$ cat src/core/one_pkg.sv
// constants and carrier types shared by the output noise estimator
// assumes a 100 MHz system clock and samples paced by the demodulator

package one_pkg;

	// ----------------------------------------
	// timing
	// ----------------------------------------
	localparam int unsigned CLK_PERIOD_NS      = 10;
	localparam int unsigned CLK_HZ             = 1000000000 / CLK_PERIOD_NS;
	localparam int unsigned SAMPLE_RATE_HZ     = 512;
	localparam int unsigned SAMPLE_PERIOD_NOM  = CLK_HZ / SAMPLE_RATE_HZ;
	localparam int unsigned RATE_TOL_SHIFT     = 4;
	localparam int unsigned RATE_CNT_W         = 18;

	// ----------------------------------------
	// datapath widths
	// ----------------------------------------
	localparam int unsigned SAMPLE_W = 16;
	localparam int unsigned ACC_W    = 40;
	localparam int unsigned DEV_W    = 17;
	localparam int unsigned COEF_W   = 16;
	localparam int unsigned FRAC_W   = 12;
	localparam int unsigned NOISE_W  = 24;
	localparam int unsigned CHAN_N   = 3;

	// ----------------------------------------
	// scaling
	// ----------------------------------------
	// sqrt(pi/2) in q4.12, mean abs deviation to rms for gaussian noise
	localparam logic [15:0] GAUSS_RMS_Q12 = 16'h140e;
	localparam logic [2:0]  TC_RESET      = 3'h0;

	// time constant codes 10ms,30ms,100ms,300ms,1s,3s,10s,30s
	// averaging length 2**shift samples, 40 to 68 time constants
	localparam logic [4:0] AVG_SHIFT [8] = '{5'h08, 5'h0a, 5'h0b, 5'h0d,
	                                         5'h0f, 5'h10, 5'h12, 5'h14};
	localparam logic [4:0] AVG_SHIFT_MIN = 5'h08;
	localparam logic [4:0] AVG_SHIFT_MAX = 5'h14;
	// 1/sqrt(enbw) = 2*sqrt(tc) for a single pole, q4.12
	localparam logic [15:0] ENBW_INV_SQRT_Q12 [8] = '{16'h0333, 16'h058b, 16'h0a1f, 16'h1187,
	                                                  16'h2000, 16'h376d, 16'h6531, 16'haf45};

	// ----------------------------------------
	// carriers and states
	// ----------------------------------------
	typedef struct packed {
		logic signed [15:0] inphase;
		logic signed [15:0] quadrature;
		logic signed [15:0] magnitude;
	} one_sample_s;

	typedef struct packed {
		logic [23:0] inphase_noise_estimate;
		logic [23:0] quadrature_noise_estimate;
		logic [23:0] magnitude_noise_estimate;
	} one_noise_s;

	typedef enum logic [4:0] {
		ST_IDLE  = 5'h01,
		ST_MEAN  = 5'h02,
		ST_DEV   = 5'h04,
		ST_GAUSS = 5'h08,
		ST_BAND  = 5'h10
	} one_state_e;

endpackage

$ cat src/core/one_channel.sv
// one quantity: moving mean, mean absolute deviation and scaled noise
// assumes the sample and coefficients stay still while a step runs

`timescale 1ns/1ns

module one_channel
	import one_pkg::*;
(
	input  wire logic                clk_i,
	input  wire logic                rst_n_i,
	input  wire logic signed [15:0]  sample_i,
	input  wire logic [4:0]          shift_i,
	input  wire logic [15:0]         band_gain_i,
	input  wire logic                step_mean_i,
	input  wire logic                step_dev_i,
	input  wire logic                step_gauss_i,
	input  wire logic                step_band_i,
	output logic [23:0]              noise_o
);

	logic signed [39:0] mean_acc;
	logic [39:0]        mad_acc;
	logic signed [39:0] mean_full;
	logic signed [15:0] mean;
	logic signed [16:0] dev;
	logic [16:0]        abs_dev;
	logic [16:0]        mean_absolute_deviation;
	logic [32:0]        gauss_prod;
	logic [20:0]        gauss_term;
	logic [36:0]        band_prod;

	// ----------------------------------------
	// combinational terms
	// ----------------------------------------
	assign mean_full               = mean_acc >>> shift_i;
	assign mean                    = mean_full[15:0];
	assign dev                     = {sample_i[15], sample_i} - {mean[15], mean};
	assign abs_dev                 = dev[16] ? 17'(-dev) : 17'(dev);
	assign mean_absolute_deviation = 17'(mad_acc >> shift_i);
	assign gauss_prod              = 33'(mean_absolute_deviation) * 33'(GAUSS_RMS_Q12);
	assign band_prod               = 37'(gauss_term) * 37'(band_gain_i);

	// ----------------------------------------
	// accumulators
	// ----------------------------------------
	// no preset on range changes; only reset clears them
	always_ff @(posedge clk_i or negedge rst_n_i) begin
		if (!rst_n_i) begin
			mean_acc <= '0;
		end else if (step_mean_i) begin
			mean_acc <= mean_acc + 40'(sample_i) - mean_full;
		end
	end

	always_ff @(posedge clk_i or negedge rst_n_i) begin
		if (!rst_n_i) begin
			mad_acc <= '0;
		end else if (step_dev_i) begin
			mad_acc <= mad_acc + 40'(abs_dev) - (mad_acc >> shift_i);
		end
	end

	// ----------------------------------------
	// scaling
	// ----------------------------------------
	always_ff @(posedge clk_i or negedge rst_n_i) begin
		if (!rst_n_i) begin
			gauss_term <= '0;
		end else if (step_gauss_i) begin
			gauss_term <= gauss_prod[32:12];
		end
	end

	always_ff @(posedge clk_i or negedge rst_n_i) begin
		if (!rst_n_i) begin
			noise_o <= '0;
		end else if (step_band_i) begin
			noise_o <= band_prod[36] ? 24'hffffff : band_prod[35:12];
		end
	end

	chk_mean_hold: assert property (@(posedge clk_i) disable iff (!rst_n_i)
		!step_mean_i |=> $stable(mean_acc))
		else $error("mean moved without a step");

	chk_mad_hold: assert property (@(posedge clk_i) disable iff (!rst_n_i)
		!step_dev_i |=> $stable(mad_acc))
		else $error("deviation average moved without a step");

	chk_zero_dev: assert property (@(posedge clk_i) disable iff (!rst_n_i)
		step_dev_i && dev == 17'h0 && mad_acc == 40'h0 |=> mad_acc == 40'h0)
		else $error("zero deviation raised the average");

endmodule

$ cat src/core/one_estimator.sv
// top of the output noise estimator for in-phase, quadrature, magnitude
// assumes one sample strobe per 512 Hz period from the demodulator
//
// Contract
// - moving mean kept per quantity
// - deviation is sample minus current mean
// - average absolute deviation forms noise basis
// - fixed gaussian factor converts to rms
// - all quantities updated once per sample
// - one averaging length from time constant
// - divide by root of noise bandwidth
// - computation runs continuously, never gated
// - sensitivity change causes no preset

`timescale 1ns/1ns

module one_estimator
	import one_pkg::*;
#(
	parameter int unsigned SAMPLE_PERIOD_CYC = SAMPLE_PERIOD_NOM
)
(
	input  wire logic        REF_CLK_I,
	input  wire logic        RESET_N_I,
	input  wire one_sample_s SAMPLE_I,
	input  wire logic        SAMPLE_VALID_I,
	input  wire logic [2:0]  TIME_CONSTANT_I,
	output logic             SAMPLE_READY_O,
	output one_noise_s       NOISE_O,
	output logic             NOISE_VALID_O,
	output logic             RATE_FAULT_O
);

	localparam logic [17:0] PERIOD  = RATE_CNT_W'(SAMPLE_PERIOD_CYC);
	localparam logic [17:0] TOL     = RATE_CNT_W'(SAMPLE_PERIOD_CYC >> RATE_TOL_SHIFT);
	localparam logic [17:0] CNT_MAX = '1;

	logic               rst_meta;
	logic               rst_n;
	one_state_e         state;
	one_state_e         next_state;
	one_sample_s        held;
	logic [2:0]         tc_sel;
	logic [4:0]         shift;
	logic [15:0]        band_gain;
	logic               accept;
	logic signed [15:0] chan_sample [CHAN_N];
	logic [23:0]        chan_noise  [CHAN_N];
	logic [17:0]        gap_cnt;
	logic               seen_first;

	// ----------------------------------------
	// reset release
	// ----------------------------------------
	always_ff @(posedge REF_CLK_I or negedge RESET_N_I) begin
		if (!RESET_N_I) begin
			rst_meta <= 1'b0;
			rst_n    <= 1'b0;
		end else begin
			rst_meta <= 1'b1;
			rst_n    <= rst_meta;
		end
	end

	// ----------------------------------------
	// sequencing
	// ----------------------------------------
	assign SAMPLE_READY_O = (state == ST_IDLE);
	assign accept         = SAMPLE_VALID_I && SAMPLE_READY_O;

	always_comb begin
		next_state = state;
		case (state)
			ST_IDLE: begin
				if (accept) begin
					next_state = ST_MEAN;
				end
			end
			ST_MEAN: begin
				next_state = ST_DEV;
			end
			ST_DEV: begin
				next_state = ST_GAUSS;
			end
			ST_GAUSS: begin
				next_state = ST_BAND;
			end
			ST_BAND: begin
				next_state = ST_IDLE;
			end
			default: begin
				next_state = ST_IDLE;
			end
		endcase
	end

	always_ff @(posedge REF_CLK_I or negedge rst_n) begin
		if (!rst_n) begin
			state <= ST_IDLE;
		end else begin
			state <= next_state;
		end
	end

	// ----------------------------------------
	// sample and time constant capture
	// ----------------------------------------
	// the time constant is taken with each sample so a change never splits a step
	always_ff @(posedge REF_CLK_I or negedge rst_n) begin
		if (!rst_n) begin
			held   <= '0;
			tc_sel <= TC_RESET;
		end else if (accept) begin
			held   <= SAMPLE_I;
			tc_sel <= TIME_CONSTANT_I;
		end
	end

	assign shift     = AVG_SHIFT[tc_sel];
	assign band_gain = ENBW_INV_SQRT_Q12[tc_sel];

	assign chan_sample[0] = held.inphase;
	assign chan_sample[1] = held.quadrature;
	assign chan_sample[2] = held.magnitude;

	// ----------------------------------------
	// per quantity datapaths
	// ----------------------------------------
	// no select input exists: every estimate is always kept current
	for (genvar c = 0; c < CHAN_N; c++) begin : g_chan
		one_channel u_chan (
			.clk_i        (REF_CLK_I),
			.rst_n_i      (rst_n),
			.sample_i     (chan_sample[c]),
			.shift_i      (shift),
			.band_gain_i  (band_gain),
			.step_mean_i  (state == ST_MEAN),
			.step_dev_i   (state == ST_DEV),
			.step_gauss_i (state == ST_GAUSS),
			.step_band_i  (state == ST_BAND),
			.noise_o      (chan_noise[c])
		);
	end

	assign NOISE_O.inphase_noise_estimate    = chan_noise[0];
	assign NOISE_O.quadrature_noise_estimate = chan_noise[1];
	assign NOISE_O.magnitude_noise_estimate  = chan_noise[2];

	always_ff @(posedge REF_CLK_I or negedge rst_n) begin
		if (!rst_n) begin
			NOISE_VALID_O <= 1'b0;
		end else begin
			NOISE_VALID_O <= (state == ST_BAND);
		end
	end

	// ----------------------------------------
	// sample rate monitor
	// ----------------------------------------
	always_ff @(posedge REF_CLK_I or negedge rst_n) begin
		if (!rst_n) begin
			gap_cnt <= '0;
		end else if (accept) begin
			gap_cnt <= 18'h00001;
		end else if (gap_cnt != CNT_MAX) begin
			gap_cnt <= gap_cnt + 18'h00001;
		end
	end

	always_ff @(posedge REF_CLK_I or negedge rst_n) begin
		if (!rst_n) begin
			seen_first   <= 1'b0;
			RATE_FAULT_O <= 1'b0;
		end else if (accept) begin
			seen_first   <= 1'b1;
			RATE_FAULT_O <= seen_first && ((gap_cnt + TOL < PERIOD) || (gap_cnt > PERIOD + TOL));
		end
	end

	// ----------------------------------------
	// checks
	// ----------------------------------------
	chk_accept_start: assert property (@(posedge REF_CLK_I) disable iff (!rst_n)
		accept |=> state == ST_MEAN)
		else $error("accepted sample did not start an update");

	chk_idle_stays: assert property (@(posedge REF_CLK_I) disable iff (!rst_n)
		state == ST_IDLE && !SAMPLE_VALID_I |=> state == ST_IDLE)
		else $error("update started without a strobe");

	chk_step_order: assert property (@(posedge REF_CLK_I) disable iff (!rst_n)
		state == ST_MEAN |=> state == ST_DEV ##1 state == ST_GAUSS ##1 state == ST_BAND ##1 state == ST_IDLE)
		else $error("update steps out of order");

	chk_valid_delay: assert property (@(posedge REF_CLK_I) disable iff (!rst_n)
		accept |-> ##1 !NOISE_VALID_O [*4] ##1 NOISE_VALID_O ##1 !NOISE_VALID_O)
		else $error("noise valid not five cycles after sample");

	chk_tc_stable: assert property (@(posedge REF_CLK_I) disable iff (!rst_n)
		state != ST_IDLE && !$past(accept) |-> $stable(shift) && $stable(band_gain))
		else $error("averaging length moved during an update");

	chk_shift_range: assert property (@(posedge REF_CLK_I) disable iff (!rst_n)
		shift >= AVG_SHIFT_MIN && shift <= AVG_SHIFT_MAX)
		else $error("averaging length outside its range");

	chk_busy_refuse: assert property (@(posedge REF_CLK_I) disable iff (!rst_n)
		state != ST_IDLE |-> !SAMPLE_READY_O ##1 state != ST_MEAN)
		else $error("update restarted while busy");

	chk_reset_clear: assert property (@(posedge REF_CLK_I)
		$rose(rst_n) |-> NOISE_O == '0 && !NOISE_VALID_O)
		else $error("outputs not clear after reset");

endmodule

$ cat config.mk
export PLATFORM = sky130hd
export DESIGN_NAME = one_estimator
export DESIGN_NICKNAME = d
export VERILOG_FILES = /design/src/core/one_pkg.sv /design/src/core/one_channel.sv /design/src/core/one_estimator.sv
export SDC_FILE = /design/constraint.sdc
export NUM_CORES = 2
export LEC_CHECK = 0
export BUFFER_PORTS_ARGS = -buffer_cell sky130_fd_sc_hd__buf_2
export CAP_MARGIN = 20
export CORE_MARGIN = 4
export CORE_UTILIZATION = 55
export DETAILED_ROUTE_END_ITERATION = 8
export MAX_ROUTING_LAYER = met4
export PLACE_DENSITY = 0.83
export SLEW_MARGIN = 10
export SYNTH_ARGS = -nofsm -noshare
export SYNTH_HDL_FRONTEND = slang
export SYNTH_HIERARCHICAL = 1
export SYNTH_SLANG_ARGS = --single-unit
$ cat constraint.sdc
create_clock -name REF_CLK_I -period 23.8 [get_ports REF_CLK_I]
set_input_delay 1.19 -clock REF_CLK_I [delete_from_list [all_inputs] [get_ports REF_CLK_I]]
set_output_delay 1.19 -clock REF_CLK_I [all_outputs]
set_load 0.01 [all_outputs]
==> run metrics <==
FFs w/ async S/R, synth=100%; synthesis warning total=6; crit-path max FO=66; CP endpoint=g_chan[1].u_chan/mad_acc[34]; Period minus WS final=11.50 ns; final hold vios=0; outcome=finished clean; Initial Util=55.6%; Setup TNS Final=0 ns; DRC=0; cell mode on critical path=nand2_1; global-route wire length before repair=386000 um; CP max stage cell=buf_4; commonest non-fill, non-tap cell in the layout=inv_1; Simple-Gate Fraction of Synth Area=15.7%; routed vias/inst=6.01; die width=404 um; vias in the first global route=73800; Crit path required time=24.37 ns; worst path bufs/invs=5; worst reg2reg startpoint=tc_sel[2]; DRT iter0 DRCs=6491; crit path DAT=12.07 ns; # clock sinks=439; Peak Freq=86.9 MHz; total global routing overflow=0; WL final=236000 um; CTS tree=built; Seq cells post-synth=439; number of synthesized flops with an enable pin=0; Final setup viols=0; Max clock buf depth=3; post-CTS setup buffers=0; share of post-route cells with drive strength above 1=7.52%; largest family of logic cells by synthesized area=adder cells; Register-to-Register Setup Slack=12.30 ns; Placer Congestion=1.00; port buffer count=122; WL/cell=19.5 um; Unique masters post-synth=117; delay-heaviest family, CP=simple AND/OR/NAND/NOR gates; worst-margin pin slew=1.05 ns; DR vias=72572; most frequent cells in the layout=inv_1, nand2_1, ha_1; Core Util, Final=58.2%; Min Hold Slack=0.237 ns; Pins Over Slew Limit=0; Crit. path cell count=32; hold_buf cts=0; Core Area=0.155 mm2; area delta synth->final=4.66%; multiplexer share of the synthesized area=8.99%; total CTS buffers=60; Crit Path Class=reg2reg; GRT Util Overall=29.7%; I/O Pins=129; Max Cap Viol=0; RSZ-0062 raised after global routing=no; clk root buf=clkbuf_16; Post-CTS Resized=0; critical path capture point type=flop; pin count of the biggest net entering global routing=147; r2r endpoint=g_chan[1].u_chan/mad_acc[34]; xor and xnor area share after synthesis=3.81%; antenna violations before repair=2; H-tree depth=2; reg2reg path depth=32; Post-Synthesis Cells=10198; Top FF cell, synth=dfrtp_1; HPWL reported at the end of detailed placement=183000 um; Crit path largest cell delay=0.76 ns; Final Skew=0.0551 ns; DR pass1 iterations=6; register area share after synthesis=12.8%; worst setup path start=tc_sel[2]; Synth Area in Compound Gates=13.3%; Die Y=404 um; Slew headroom=30.1%; Mapped Area=0.0862 mm2; Die Footprint=0.163 mm2; Core Rows=144; CP startpoint kind=flop; period utilization=48.3%; Post-Synth Adder-Cell Area=36.4%; Syn Area/Cell=8.45 um2; CTS clk-pin slew, worst paths=0.07 ns; worst-skew pair later-pin latency=0.73 ns; remaining antenna violation count=0; post-layout net count=11984; HP Class=in2async
[synthesized netlist by cell type, drive strengths merged (16+ instances only)]
library cell | number | area share, %
ha | 1019 | 15
buf | 118 | 0.61
and3 | 48 | 0.35
nor3 | 107 | 0.63
a21o | 182 | 1.6
nand2b | 73 | 0.53
a21oi | 485 | 2.8
a31oi | 52 | 0.38
o211ai | 61 | 0.53
xnor2 | 247 | 2.5
xor2 | 128 | 1.3
o21ai | 524 | 3.0
nor4 | 19 | 0.16
nor2 | 497 | 2.2
mux4 | 119 | 3.1
nand3b | 17 | 0.15
a211oi | 87 | 0.78
mux2 | 206 | 2.7
nor2b | 58 | 0.42
mux2i | 274 | 3.2
nor3b | 16 | 0.15
o21bai | 45 | 0.39
or2 | 35 | 0.25
o22ai | 17 | 0.12
or3 | 32 | 0.25
o31ai | 48 | 0.44
a21boi | 17 | 0.15
fa | 930 | 22
nand2 | 1548 | 6.7
nand3 | 109 | 0.63
dfrtp | 438 | 13
a311oi | 21 | 0.21
o41ai | 16 | 0.21
inv | 1559 | 6.8
o211a | 16 | 0.19
o21a | 65 | 0.57
nand4 | 73 | 0.53
and2 | 312 | 2.3
clkbuf | 352 | 1.6
[logic make-up (layout without fill, tap and decap cells)]
| kind of cell | count (synthesis) | after routing |
|---|---|---|
| adder cells (fa/ha/maj) | 1949 | 1949 |
| XOR/XNOR | 375 | 375 |
| multiplexers | 599 | 599 |
| AND/OR/NAND/NOR | 2993 | 2993 |
| buffers and inverters | 2037 | 1869 |
| AO/OA/AOI/OAI | 1802 | 1802 |
| other | 4 | 8 |
| flip-flops | 439 | 439 |
[layout make-up]
cell class                 count  area [um2]
antenna                        1        2.50
tap                         2044        2560
sequential                   439       11000
clock buffer                  83        1730
multi-input combinational   7725       67600
clock inverter                31         295
timing repair buffer         189        1160
fill                       13247       64800
inverter                    1566        5880
[stage by stage]
step | instance area, um2 | setup slack [ns] | cells
after floorplan | 86200 | 10.66 | 10201
after global placement | 88100 | 12.76 | 11960
after detailed placement | 88100 | 12.41 | 11961
after CTS | 90100 | 12.37 | 12075
after global routing | 90200 | 11.43 | 12078
final | 90200 | 12.30 | 12078
[per-layer routing]
layer,up-vias,part of all wire (%),track usage (%)
met3,646,7.7,4.13
met4,0,4.1,10.8
met5,-,0,-
li1,33320,-,-
met1,35646,42,39.1
met2,2960,46,47.0
[state kept, by name, indices dropped and copies added, names as in the netlist, 3 cells and up]
| name | count |
|---|---|
| chan_sample | 48 |
| g_chan.u_chan/gauss_term | 54 |
| g_chan.u_chan/mad_acc | 120 |
| g_chan.u_chan/mean_acc | 120 |
| g_chan.u_chan/noise_o | 66 |
| gap_cnt | 18 |
| state | 5 |
| tc_sel | 3 |
[worst min-delay path by stage]
stage / startpoint / endpoint / slack (ns)
finish: RESET_N_I / rst_n / 0.24
global route: RESET_N_I / rst_n / 0.21
CTS: RESET_N_I / rst_n / 0.20
detailed placement: rst_meta / rst_n / 0.34
global placement: rst_meta / rst_n / 0.34
floorplan: rst_meta / rst_n / 0.33
Power is not shown: default switching activity piles up to over one toggle a cycle in this logic, so the estimate is an artifact.
